`config.mk`:
```
export PLATFORM = sky130hd
export DESIGN_NAME = ras_return_stack
export DESIGN_NICKNAME = d
export VERILOG_FILES = /design/src/ras_pkg.sv /design/src/ras_stack_mem.sv /design/src/ras_axil_slave.sv /design/src/ras_return_stack.sv
export VERILOG_INCLUDE_DIRS = /design/src
export SDC_FILE = /design/constraint.sdc
export NUM_CORES = 1
export LEC_CHECK = 0
export ABC_AREA = 0
export BUFFER_PORTS_ARGS = -buffer_cell sky130_fd_sc_hd__buf_2
export CORE_MARGIN = 10
export CORE_UTILIZATION = 57
export CTS_BUF_LIST = sky130_fd_sc_hd__clkbuf_4 sky130_fd_sc_hd__clkbuf_8
export DETAILED_ROUTE_END_ITERATION = 8
export GPL_ROUTABILITY_DRIVEN = 1
export PLACE_DENSITY = 0.79
export SLEW_MARGIN = 25
export SYNTH_ARGS = -nofsm -noshare
export SYNTH_HDL_FRONTEND = slang
export SYNTH_SLANG_ARGS = --single-unit
```
`constraint.sdc`:
```
create_clock -name aclk -period 3.8 [get_ports aclk]
set_input_delay 0.57 -clock aclk [delete_from_list [all_inputs] [get_ports aclk]]
set_output_delay 0.57 -clock aclk [all_outputs]
set_load 0.05 [all_outputs]
```
`src/ras_cfg.svh`:
```
// Purpose: constants for the return address stack
// Assumes: byte offsets on the register bus, one word per register
// Notes: definitions only
`ifndef RAS_CFG_SVH
`define RAS_CFG_SVH
`define RAS_OFF_PTR   32'h0000_0000
`define RAS_OFF_UPR   32'h0000_0004
`define RAS_OFF_HI    32'h0000_0008
`define RAS_OFF_LO    32'h0000_000c
`define RAS_OFF_CFG   32'h0000_0010
`define RAS_DEPTH     31
`define RAS_PC_W      21
`define RAS_PTR_W     5
`define RAS_PTR_EMPTY 5'h00
`define RAS_PTR_ONE   5'h01
`define RAS_PTR_FILL  5'h1e
`define RAS_PTR_LAST  5'h1f
`define RAS_PC_STEP   21'h000002
`define RAS_BIT_FULL  7
`define RAS_BIT_UNF   6
`define RAS_BIT_OVR   0
`define RAS_OVR_RST   1'b1
`define RAS_RESP_OK   2'b00
`define RAS_RESP_ERR  2'b10
`endif

```
`src/ras_pkg.sv`:
```
// Purpose: types of the return address stack
// Assumes: nothing
// Notes: register selector
`default_nettype none
package ras_pkg;
  typedef enum logic [2:0] {
    RAS_SEL_PTR,
    RAS_SEL_UPR,
    RAS_SEL_HI,
    RAS_SEL_LO,
    RAS_SEL_CFG,
    RAS_SEL_NONE
  } ras_sel_t;
endpackage
`default_nettype wire

```
`src/ras_stack_mem.sv`:
```
// Purpose: stack storage, entries 1 to depth
// Assumes: one write port, combinational read
// Notes: index zero has no storage and reads zero
`default_nettype none
module ras_stack_mem #(
  parameter int DEPTH = 31,
  parameter int W     = 21,
  parameter int AW    = 5
) (
  input  wire logic          aclk,
  input  wire logic          we,
  input  wire logic [AW-1:0] waddr,
  input  wire logic [W-1:0]  wdata,
  input  wire logic [AW-1:0] raddr,
  output logic      [W-1:0]  rdata
);
  logic [W-1:0] mem_r [1:DEPTH];
  wire          rd_ok = (raddr != '0) && (32'(raddr) <= DEPTH);
  wire          wr_ok = we && (waddr != '0) && (32'(waddr) <= DEPTH);

  assign rdata = rd_ok ? mem_r[raddr] : '0;

  always_ff @(posedge aclk)
  begin
    if (wr_ok)
    begin
      mem_r[waddr] <= wdata;
    end
  end
endmodule // ras_stack_mem
`default_nettype wire

```
`src/ras_axil_slave.sv`:
```
// Purpose: axi4-lite slave front end
// Assumes: address and data offered together
// Notes: write strobe and read sample one cycle after valid
`default_nettype none
`include "ras_cfg.svh"
module ras_axil_slave (
  input  wire logic        aclk,
  input  wire logic        aresetn,
  input  wire logic [31:0] s_axi_awaddr,
  input  wire logic        s_axi_awvalid,
  output logic             s_axi_awready,
  input  wire logic [31:0] s_axi_wdata,
  input  wire logic [3:0]  s_axi_wstrb,
  input  wire logic        s_axi_wvalid,
  output logic             s_axi_wready,
  output logic [1:0]       s_axi_bresp,
  output logic             s_axi_bvalid,
  input  wire logic        s_axi_bready,
  input  wire logic [31:0] s_axi_araddr,
  input  wire logic        s_axi_arvalid,
  output logic             s_axi_arready,
  output logic [31:0]      s_axi_rdata,
  output logic [1:0]       s_axi_rresp,
  output logic             s_axi_rvalid,
  input  wire logic        s_axi_rready,
  output logic             wr_en,
  output logic [31:0]      wr_addr,
  output logic [31:0]      wr_data,
  output logic             wr_lane0,
  input  wire logic        wr_err,
  output logic [31:0]      rd_addr,
  input  wire logic [31:0] rd_data,
  input  wire logic        rd_err
);
  logic aw_rdy_r;
  logic ar_rdy_r;
  logic bvalid_r;
  logic rvalid_r;
  logic [1:0]  bresp_r;
  logic [1:0]  rresp_r;
  logic [31:0] rdata_r;
  wire  aw_go = s_axi_awvalid && s_axi_wvalid && !aw_rdy_r && !bvalid_r;
  wire  ar_go = s_axi_arvalid && !ar_rdy_r && !rvalid_r;
  wire  rd_en = ar_rdy_r && s_axi_arvalid;

  assign wr_en         = aw_rdy_r && s_axi_awvalid && s_axi_wvalid;
  assign wr_addr       = s_axi_awaddr;
  assign wr_data       = s_axi_wdata;
  assign wr_lane0      = s_axi_wstrb[0];
  assign rd_addr       = s_axi_araddr;
  assign s_axi_awready = aw_rdy_r;
  assign s_axi_wready  = aw_rdy_r;
  assign s_axi_bvalid  = bvalid_r;
  assign s_axi_bresp   = bresp_r;
  assign s_axi_arready = ar_rdy_r;
  assign s_axi_rvalid  = rvalid_r;
  assign s_axi_rresp   = rresp_r;
  assign s_axi_rdata   = rdata_r;

  always_ff @(posedge aclk)
  begin
    if (!aresetn)
    begin
      aw_rdy_r <= 1'b0;
      ar_rdy_r <= 1'b0;
      bvalid_r <= 1'b0;
      rvalid_r <= 1'b0;
      bresp_r  <= `RAS_RESP_OK;
      rresp_r  <= `RAS_RESP_OK;
      rdata_r  <= 32'h0000_0000;
    end
    else
    begin
      aw_rdy_r <= aw_go;
      ar_rdy_r <= ar_go;
      if (wr_en)
      begin
        bvalid_r <= 1'b1;
        bresp_r  <= wr_err ? `RAS_RESP_ERR : `RAS_RESP_OK;
      end
      else if (s_axi_bready)
      begin
        bvalid_r <= 1'b0;
      end
      if (rd_en)
      begin
        rvalid_r <= 1'b1;
        rdata_r  <= rd_data;
        rresp_r  <= rd_err ? `RAS_RESP_ERR : `RAS_RESP_OK;
      end
      else if (s_axi_rready)
      begin
        rvalid_r <= 1'b0;
      end
    end
  end
endmodule // ras_axil_slave
`default_nettype wire

```
`src/ras_return_stack.sv`:
```
// Purpose: hardware return address stack of the core
// Assumes: push and pop are one-cycle pulses from the sequencer
// Notes: registers on axi4-lite, fields of up to 8 bits in the low byte
//
// Function
// - up to 31 nested calls and interrupts held in hardware
// - call, relative call or interrupt acknowledge pushes the pc
// - return, return with literal, return from interrupt pop the pc
// - pc latch registers untouched; only pc and stack change
// - storage 31 entries of 21 bits, 5-bit pointer, own space
// - every reset zeroes the pointer; zero selects no entry
// - push increments pointer, then writes pc at new pointer
// - pop moves entry at pointer to pc, then decrements
// - software reads and writes pointer and top entry
// - three top entry bytes track the entry at the pointer
// - pointer register holds pointer, full flag, underflow flag
// - full flag sets after 31 pushes without a pop
// - full flag cleared only by software or power-on reset
// - reset enabled: 31st push stores pc plus 2, resets device
// - reset disabled: pointer stays 31, entry not overwritten
// - pop when empty gives pc zero, sets underflow, pointer zero
// - underflow flag sticky until software or power-on reset
// - enable bit also makes underflow reset the device
//
// Added by the designer: the placing of the registers and the AXI4-Lite interface to the registers.
`default_nettype none
`include "ras_cfg.svh"
module ras_return_stack #(
  parameter int DEPTH = `RAS_DEPTH,
  parameter int PC_W  = `RAS_PC_W
) (
  input  wire logic            aclk,
  input  wire logic            aresetn,
  input  wire logic            por_rst,
  input  wire logic            push_req,
  input  wire logic [PC_W-1:0] push_pc,
  input  wire logic            pop_req,
  output logic      [PC_W-1:0] pop_pc_r,
  output logic                 pop_valid_r,
  output logic                 dev_reset_r,
  input  wire logic [31:0]     s_axi_awaddr,
  input  wire logic            s_axi_awvalid,
  output logic                 s_axi_awready,
  input  wire logic [31:0]     s_axi_wdata,
  input  wire logic [3:0]      s_axi_wstrb,
  input  wire logic            s_axi_wvalid,
  output logic                 s_axi_wready,
  output logic [1:0]           s_axi_bresp,
  output logic                 s_axi_bvalid,
  input  wire logic            s_axi_bready,
  input  wire logic [31:0]     s_axi_araddr,
  input  wire logic            s_axi_arvalid,
  output logic                 s_axi_arready,
  output logic [31:0]          s_axi_rdata,
  output logic [1:0]           s_axi_rresp,
  output logic                 s_axi_rvalid,
  input  wire logic            s_axi_rready
);
  // ******************************
  // decode
  // ******************************
  function automatic ras_pkg::ras_sel_t reg_sel(input logic [31:0] a);
    case (a)
      `RAS_OFF_PTR: reg_sel = ras_pkg::RAS_SEL_PTR;
      `RAS_OFF_UPR: reg_sel = ras_pkg::RAS_SEL_UPR;
      `RAS_OFF_HI:  reg_sel = ras_pkg::RAS_SEL_HI;
      `RAS_OFF_LO:  reg_sel = ras_pkg::RAS_SEL_LO;
      `RAS_OFF_CFG: reg_sel = ras_pkg::RAS_SEL_CFG;
      default:      reg_sel = ras_pkg::RAS_SEL_NONE;
    endcase
  endfunction

  logic [`RAS_PTR_W-1:0] ptr_r;
  logic [`RAS_PTR_W-1:0] ptr_nxt;
  logic                  stack_full_flag_r;
  logic                  stack_underflow_flag_r;
  logic                  overflow_reset_enable_r;
  logic [PC_W-1:0]       tos;
  logic                  wr_en;
  logic [31:0]           wr_addr;
  logic [31:0]           wr_data;
  logic                  wr_lane0;
  logic [31:0]           rd_addr;
  logic [31:0]           rd_data;

  wire ras_pkg::ras_sel_t wsel = reg_sel(wr_addr);
  wire ras_pkg::ras_sel_t rsel = reg_sel(rd_addr);

  // ******************************
  // register bus
  // ******************************
  ras_axil_slave u_bus (
    .aclk          (aclk),
    .aresetn       (aresetn),
    .s_axi_awaddr  (s_axi_awaddr),
    .s_axi_awvalid (s_axi_awvalid),
    .s_axi_awready (s_axi_awready),
    .s_axi_wdata   (s_axi_wdata),
    .s_axi_wstrb   (s_axi_wstrb),
    .s_axi_wvalid  (s_axi_wvalid),
    .s_axi_wready  (s_axi_wready),
    .s_axi_bresp   (s_axi_bresp),
    .s_axi_bvalid  (s_axi_bvalid),
    .s_axi_bready  (s_axi_bready),
    .s_axi_araddr  (s_axi_araddr),
    .s_axi_arvalid (s_axi_arvalid),
    .s_axi_arready (s_axi_arready),
    .s_axi_rdata   (s_axi_rdata),
    .s_axi_rresp   (s_axi_rresp),
    .s_axi_rvalid  (s_axi_rvalid),
    .s_axi_rready  (s_axi_rready),
    .wr_en         (wr_en),
    .wr_addr       (wr_addr),
    .wr_data       (wr_data),
    .wr_lane0      (wr_lane0),
    .wr_err        (wsel == ras_pkg::RAS_SEL_NONE),
    .rd_addr       (rd_addr),
    .rd_data       (rd_data),
    .rd_err        (rsel == ras_pkg::RAS_SEL_NONE)
  );

  // ******************************
  // stack control
  // ******************************
  wire hw_op    = push_req || pop_req;
  wire sw_wr    = wr_en && wr_lane0 && !hw_op;
  wire sw_ptr   = sw_wr && (wsel == ras_pkg::RAS_SEL_PTR);
  wire sw_cfg   = sw_wr && (wsel == ras_pkg::RAS_SEL_CFG);
  wire sw_tos   = sw_wr && (ptr_r != `RAS_PTR_EMPTY) &&
                  (wsel inside {ras_pkg::RAS_SEL_UPR, ras_pkg::RAS_SEL_HI,
                                ras_pkg::RAS_SEL_LO});
  wire is_empty = (ptr_r == `RAS_PTR_EMPTY);
  wire is_fill  = (ptr_r == `RAS_PTR_FILL);
  wire at_last  = (ptr_r == `RAS_PTR_LAST);
  wire overflow = push_req && (is_fill || at_last);
  wire do_pop   = pop_req && !push_req;
  wire underflw = do_pop && is_empty;
  wire trip     = overflow_reset_enable_r && (overflow || underflw);
  wire [`RAS_PTR_W-1:0] push_addr = ptr_r + `RAS_PTR_ONE;
  wire [PC_W-1:0] push_data = (is_fill && overflow_reset_enable_r) ?
                              PC_W'(push_pc + `RAS_PC_STEP) : push_pc;
  wire mem_push = push_req && !at_last;
  wire [7:0] wb = wr_data[7:0];
  wire [PC_W-1:0] tos_merge =
    (wsel == ras_pkg::RAS_SEL_UPR) ? {wb[4:0], tos[15:0]} :
    (wsel == ras_pkg::RAS_SEL_HI)  ? {tos[20:16], wb, tos[7:0]} :
                                     {tos[20:8], wb};
  wire mem_we = mem_push || sw_tos;
  wire [`RAS_PTR_W-1:0] mem_wa = push_req ? push_addr : ptr_r;
  wire [PC_W-1:0] mem_wd = push_req ? push_data : tos_merge;

  // pointer next value
  assign ptr_nxt =
    push_req ? (overflow ? (overflow_reset_enable_r ? `RAS_PTR_EMPTY
                                                    : `RAS_PTR_LAST)
                         : push_addr) :
    do_pop   ? (is_empty ? `RAS_PTR_EMPTY : ptr_r - `RAS_PTR_ONE) :
    sw_ptr   ? wb[4:0] : ptr_r;

  // flags: hardware set beats software clear
  wire full_nxt = overflow ||
                  (sw_ptr ? wb[`RAS_BIT_FULL] : stack_full_flag_r);
  wire unf_nxt  = underflw ||
                  (sw_ptr ? wb[`RAS_BIT_UNF] : stack_underflow_flag_r);

  // ******************************
  // storage
  // ******************************
  ras_stack_mem #(
    .DEPTH (DEPTH),
    .W     (PC_W),
    .AW    (`RAS_PTR_W)
  ) u_mem (
    .aclk  (aclk),
    .we    (mem_we),
    .waddr (mem_wa),
    .wdata (mem_wd),
    .raddr (ptr_r),
    .rdata (tos)
  );

  // ******************************
  // registers
  // ******************************
  always_ff @(posedge aclk)
  begin
    if (!aresetn)
    begin
      ptr_r       <= `RAS_PTR_EMPTY;
      pop_pc_r    <= '0;
      pop_valid_r <= 1'b0;
      dev_reset_r <= 1'b0;
    end
    else
    begin
      ptr_r       <= ptr_nxt;
      pop_valid_r <= do_pop;
      dev_reset_r <= trip;
      if (do_pop)
      begin
        pop_pc_r <= is_empty ? '0 : tos;
      end
    end
  end

  // flags survive any reset but power-on
  always_ff @(posedge aclk)
  begin
    if (!aresetn && por_rst)
    begin
      stack_full_flag_r       <= 1'b0;
      stack_underflow_flag_r  <= 1'b0;
      overflow_reset_enable_r <= `RAS_OVR_RST;
    end
    else if (aresetn)
    begin
      stack_full_flag_r      <= full_nxt;
      stack_underflow_flag_r <= unf_nxt;
      if (sw_cfg)
      begin
        overflow_reset_enable_r <= wb[`RAS_BIT_OVR];
      end
    end
  end

  // ******************************
  // read mux
  // ******************************
  wire [7:0] ptr_byte = {stack_full_flag_r, stack_underflow_flag_r, 1'b0, ptr_r};
  assign rd_data =
    (rsel == ras_pkg::RAS_SEL_PTR) ? {24'h00_0000, ptr_byte} :
    (rsel == ras_pkg::RAS_SEL_UPR) ? {27'h000_0000, tos[20:16]} :
    (rsel == ras_pkg::RAS_SEL_HI)  ? {24'h00_0000, tos[15:8]} :
    (rsel == ras_pkg::RAS_SEL_LO)  ? {24'h00_0000, tos[7:0]} :
    (rsel == ras_pkg::RAS_SEL_CFG) ? {31'h0000_0000, overflow_reset_enable_r} :
                                     32'h0000_0000;

  // ******************************
  // checks
  // ******************************
  ptr_zero_a : assert property (@(posedge aclk) disable iff (!aresetn)
    $rose(aresetn) |-> ptr_r == `RAS_PTR_EMPTY)
    else $error("pointer not zero after reset");

  push_store_a : assert property (@(posedge aclk) disable iff (!aresetn)
    push_req && (ptr_r < `RAS_PTR_FILL) |=>
      ptr_r == $past(ptr_r) + `RAS_PTR_ONE && tos == $past(push_pc))
    else $error("push did not store pc at incremented pointer");

  pop_load_a : assert property (@(posedge aclk) disable iff (!aresetn)
    do_pop && !is_empty |=>
      pop_valid_r && pop_pc_r == $past(tos) && ptr_r == $past(ptr_r) - `RAS_PTR_ONE)
    else $error("pop did not return top entry");

  pop_empty_a : assert property (@(posedge aclk) disable iff (!aresetn)
    do_pop && is_empty |=>
      pop_pc_r == '0 && stack_underflow_flag_r && ptr_r == `RAS_PTR_EMPTY)
    else $error("empty pop mishandled");

  full_set_a : assert property (@(posedge aclk) disable iff (!aresetn)
    push_req && is_fill |=> stack_full_flag_r)
    else $error("full flag not set on 31st push");

  ovr_trip_a : assert property (@(posedge aclk) disable iff (!aresetn)
    push_req && is_fill && overflow_reset_enable_r |=>
      dev_reset_r && ptr_r == `RAS_PTR_EMPTY ##1 !dev_reset_r)
    else $error("overflow reset not raised");

  ovr_hold_a : assert property (@(posedge aclk) disable iff (!aresetn)
    push_req && at_last && !overflow_reset_enable_r |=>
      ptr_r == `RAS_PTR_LAST && tos == $past(tos))
    else $error("saturated stack changed");

  full_keep_a : assert property (@(posedge aclk) disable iff (!aresetn)
    stack_full_flag_r && !sw_ptr |=> stack_full_flag_r)
    else $error("full flag dropped");

  unf_keep_a : assert property (@(posedge aclk) disable iff (!aresetn)
    stack_underflow_flag_r && !sw_ptr |=> stack_underflow_flag_r)
    else $error("underflow flag dropped");

  unf_trip_a : assert property (@(posedge aclk) disable iff (!aresetn)
    underflw |=> dev_reset_r == $past(overflow_reset_enable_r))
    else $error("underflow reset wrong");

  hw_first_a : assert property (@(posedge aclk) disable iff (!aresetn)
    wr_en && push_req && !overflow |=> ptr_r == $past(ptr_r) + `RAS_PTR_ONE)
    else $error("software write beat a push");

  pop_keep_a : assert property (@(posedge aclk) disable iff (!aresetn)
    aresetn && !do_pop |=> pop_pc_r == $past(pop_pc_r))
    else $error("popped pc did not hold");

  quiet_cfg_a : assert property (@(posedge aclk) disable iff (!aresetn)
    !overflow_reset_enable_r |=> !dev_reset_r)
    else $error("reset raised while disabled");

  sat_full_a : assert property (@(posedge aclk) disable iff (!aresetn)
    push_req && is_fill && !overflow_reset_enable_r |=>
      stack_full_flag_r && ptr_r == `RAS_PTR_LAST && !dev_reset_r)
    else $error("last push without reset mishandled");
endmodule // ras_return_stack
`default_nettype wire

```
# Word level (Yosys, flattened, before mapping)
# Memories as Yosys holds them, arrays and structs flattened. A register that Yosys moved wholly into a read port is not among the register bits.
# Index checks and enable logic that the tools add are counted.
classes:
  addsub: 3
  n_eq_ne: 20
  muxes: 32
  reduce_logical: 48
ops:
  columns: ["op", "n"]
  rows:
  - ["== test 32 x 4 -> 1 bit (second input constant)", 4]
  - ["2-to-1 mux 21 bit", 5]
  - ["== test 32 x 3 -> 1 bit (second input constant)", 2]
  - ["== test 32 x 5 -> 1 bit (second input constant)", 2]
  - ["logical NOT 32 bit", 2]
  - ["2-to-1 mux 5 bit", 9]
  - ["2-to-1 mux 8 bit", 4]
  - ["case mux 3 bit (5 select lines)", 2]
  - ["logical AND 1 bit", 22]
  - ["adder 21 x 2 -> 21 bit (second input constant)", 1]
  - ["2-to-1 mux 16 bit", 1]
  - ["== test 3 x 2 -> 1 bit (second input constant)", 4]
  - ["== test 3 bit (second input constant)", 4]
  - ["== test 5 bit (second input constant)", 2]
  - ["nonzero test 5 bit", 2]
  - ["2-to-1 mux 1 bit", 9]
  - ["logical NOT 1 bit", 8]
  - ["== test 3 x 1 -> 1 bit (second input constant)", 2]
  - ["logical NOT 3 bit", 2]
  - ["logical OR 1 bit", 6]
  - ["nonzero test 3 bit", 2]
  - ["adder 5 x 1 -> 5 bit (second input constant)", 1]
  - ["logical NOT 5 bit", 1]
  - ["subtractor 5 x 1 -> 5 bit (second input constant)", 1]
  - ["3 further kinds", 5]
word_totals:
  register_bits: 71
  ram_bits: 651
  input_bits: 131
  out_inout_bits: 64
  n_memories: 1
mem_list:
  columns: ["name", "words", "width", "read_ports", "rd_clocked_by_memory_dff", "write_ports", "line_no", "text"]
  rows:
  - ["u_mem.mem_r", 31, 21, 1, 1, 1, "ras_stack_mem.sv:17", "logic [W-1:0] mem_r [1:DEPTH];"]

# Longest topological paths before layout
depth:
  word_depth: 10
  mapped_depth: 12
  mapped_depth_nobuf: 8

# Hierarchy
# A second synthesis with hierarchy kept.
unflattened:
  hier_cells: 1806
  hier_area_um2: 30494.2
modules_own_cells:
  columns: ["mod", "instances", "cells_each", "area_per_inst_um2", "seq_area_each_um2"]
  rows:
  - ["ras_stack_mem", 1, 1167, 25147.9, 19548.7]
  - ["ras_return_stack", 1, 371, 2935.3, 620.6]
  - ["ras_axil_slave", 1, 268, 2411.1, 760.7]

# Worst setup path after synthesis
# Ideal clock, no wire load.
synth_timing:
  path_kind: "register to register"
  start: "register ptr_r[0]"
  end: "memory u_mem.mem_r[4][0], enable pin"
  setup_ps: 426
  t_arrival_ps: 3680
  t_required_ps: 3374
  path_slack_ps: -306
  stages_incl_launch_ff: 11
  synth_period_minus_slack_ps: 4106
  path_cell_list: "dfxtp_1 > clkbuf_1 > inv_1 > ha_1 > and3_1 > clkbuf_1 > nor4b_1 > a21bo_2 > buf_2 > nand2_1 > nor3_1"
synth_via:
  elab_chain_len: 7
synth_rtl:
  columns: ["item", "line_no", "text"]
  rows:
  - ["from (decl)", "ras_return_stack.sv:73", "logic [`RAS_PTR_W-1:0] ptr_r;"]
  - ["from (signal assigned)", "ras_return_stack.sv:189", "ptr_r <= `RAS_PTR_EMPTY;"]
  - ["from (signal assigned)", "ras_return_stack.sv:196", "ptr_r <= ptr_nxt;"]
  - ["branches (longest 7 deep; another with adder 5 x 1 -> 5 bit)", null, null]
  - ["to (decl)", "ras_stack_mem.sv:17", null]
# Several ways; the timed one is not identified.

==> flow_metrics.tcl <==
set metrics [dict create \
    async_reset_ff_share_pct 0 \
    ioPinCount 195 \
    maxSlewHeadroom_pct 30.52 \
    gr-usage-met2_pct 38.96 \
    maxCapViolations 0 \
    chipWidth_um 245.8 \
    p_sw_mw 4.089 \
    gp_congestion 0.9028 \
    tns_ns 0 \
    grt-ovfl-total 0 \
    netlist_instances 1698 \
    row_count 82 \
    h-tree-depth 3 \
    yosysTopAreaCell "edfxtp_1" \
    p_leak_nw 10.95 \
    syn-mean-instance-area_um2 17.11 \
    comb_power_share_pct 11.1 \
    slowest_stage "nand3b_1" \
    ys_top_cells_by_area "edfxtp_1, mux4_2, dfxtp_1" \
    fin_crit_sh_pct 90.87 \
    final_cell_mix "edfxtp_1, buf_2, mux4_2" \
    drtIter0Drc 2105 \
    use_met1_pct 30.82 \
    io_buffers 141 \
    clk_pin_slew_ns 0.06 \
    dieHeight_um 245.8 \
    fin_worst_skew_ns 0.02850 \
    antenna_cells 0 \
    post_cts_resized 0 \
    path_common_cell "nand3b_1" \
    clockRootBuffer "clkbuf_8" \
    powerDensity_nw_per_um2 503.6 \
    critPathTopFamily "compound AO/OA/AOI/OAI gates" \
    synth-edff-count 651 \
    cp_cell_sequence "buf_12, nand3b_1, o22ai_1, o21ai_0, nand3b_1, a311oi_1, a21oi_2, buf_4" \
    grt_antenna_before_repair 3 \
    holdBufCountCts 0 \
    fin_ws_ns 0.3468 \
    fmaxAchievable_ghz 0.2896 \
    grt_usage_pct 24.16 \
    critPathLaunchType "flip-flop" \
    areaGrowthSynthToFinish_pct 14.59 \
    crit_type "flip-flop to flip-flop" \
    dieArea_um2 60410 \
    p_seq_share_pct 52.4 \
    mostFrequentLayoutCell "edfxtp_1" \
    cts_setup_buffers 0 \
    ys_seq_area_share_pct 70.72 \
    hold_viol_final 0 \
    vdd_drop_max_v 0.0002865 \
    p_clk_share_pct 36.5 \
    via_count 17315 \
    worstMarginPinSlew_ns 1.034 \
    synth.distinct_cells 74 \
    syn_area_um2 29060 \
    grt_pass1_vias 17397 \
    setup_viol 0 \
    detail_route.vias_per_cell 6.394 \
    finalMaxSlewViolations 0 \
    clk_path_buf_depth 3 \
    cp.arrival_ns 3.86 \
    cp_max_fo 35 \
    netSwitchingFraction_pct 24.39 \
    start_util_pct 57.80 \
    pre_cts_ws_ns 0.4500 \
    nets 2087 \
    synth_flop_cell "edfxtp_1" \
    dp_hpwl_mm 47.62 \
    drt-total-wl_mm 73.59 \
    cpPeakStageDelay_ns 0.56 \
    post_drt_wl_per_cell_um 27.17 \
    grt.busiest_layer "met2" \
    ys_warn_count 0 \
    min_period_ns 3.453 \
    use_met3_pct 6.147 \
    hold_path_class "input pin to flip-flop" \
    clock_latency_ns 0.71 \
    grt_first_pass_wirelength_mm 109.1 \
    netlist.area_leader.share_pct 67.28 \
    drive_gt1_share_pct 30.06 \
    cts_buffers 106 \
    ys_seq_elements 701 \
    cts_tree "built" \
    core_um2 50270 \
    path_buf_inv 2 \
    rsz0062_at_grt "no" \
    required_ns 4.20 \
    clock_sinks 701 \
    first_pass_iters 5 \
    antenna_left 0 \
    end_kind "flip-flop" \
    internal-power_mw 12.68 \
    run_status "finished clean" \
    grt_max_degree 58 \
    drc_errors 0 \
]
[flip-flops by register name, indices dropped and copies added (netlist names), named ones only]
name / count
stack_full_flag_r: 1
stack_underflow_flag_r: 1
u_bus.s_axi_arready: 1
u_bus.s_axi_awready: 1
u_mem.mem_r: 651
u_bus.s_axi_bvalid: 1
overflow_reset_enable_r: 1
u_bus.s_axi_bresp: 1
pop_pc_r: 21
pop_valid_r: 1
dev_reset_r: 1
u_bus.s_axi_rdata: 8
u_bus.s_axi_rvalid: 1
ptr_r: 5
u_bus.s_axi_rresp: 1
[final cells by class]
cell class | count | area, um2
Sequential cell | 701 | 20560
Fill cell | 3254 | 16980
Multi-Input combinational cell | 871 | 7834
Timing Repair Buffer | 249 | 1864
Clock buffer | 149 | 1800
Tap cell | 672 | 840.8
Clock inverter | 44 | 314.1
Inverter | 22 | 82.58
[logic make-up after synthesis]
logic type      after synthesis  share of synthesized area, %
xor+xnor                     24                        0.7234
flops                       701                         70.72
simple gates                330                         5.778
compound gates              250                         5.671
mux                         236                         13.68
buf+inv                     151                         3.199
other cells                   1                       0.01291
fa+ha+maj                     5                        0.2153
[power by group through the flow]
stage          Clock [mW]  Sequential, mW  Combinational, mW
6_report             6.12            8.79               1.86
5_1_grt              6.53            8.80               1.96
4_1_cts              6.19            8.79               1.84
3_5_place_dp            0            8.95               1.83
3_3_place_gp            0            8.94               1.78
2_1_floorplan           0            8.97               1.17
[tightest hold or removal path, cell delays in order]
cell and delay [ns]:
buf_2 0.10, nand2_1 0.05, nor4_1 0.04
[metal layers]
layer  routed length, um  up-vias
li1                    -     7311
met1               27050     8743
met2               35860     1061
met3                7834      198
met4                2825        2
met5                  13        -
[per-stage QoR]
step	utilization, %	area [um2]	power, mW	cells	hold slack, ns
after floorplan	-	29150	10.14	1723	0.4343
after global placement	61.99	31160	10.72	2513	0.4230
after detailed placement	62.00	31170	10.78	2513	0.4397
after CTS	66.21	33290	16.82	2706	0.06924
after global routing	66.23	33300	17.29	2708	0.1194
final	66.23	33300	16.77	2708	0.1110
[synth_stat cells (20+ instances only)]
cell      count
edfxtp_1    651
nor2_1       86
o22ai_1      28
mux4_2      128
o21ai_0      31
mux2i_1      99
nand3_1      53
nand2_1      61
dfxtp_1      50
buf_2        23
a22oi_1      20
inv_1        22
buf_4        41
a211oi_1     21
a21oi_1      66
clkbuf_1     43
[final timing paths]
path	end	slack, ns	cells after the start	start
worst max-delay path	u_mem.mem_r[17][20]	0.35	8	flip-flop
worst min-delay path	u_bus.s_axi_awready	0.11	3	s_axi_awvalid
worst max register to register	u_mem.mem_r[17][20]	0.35	8	flip-flop
worst min register to register	u_bus.s_axi_arready	0.45	1	u_bus.s_axi_rvalid
Power figures use the tool's default switching activity.
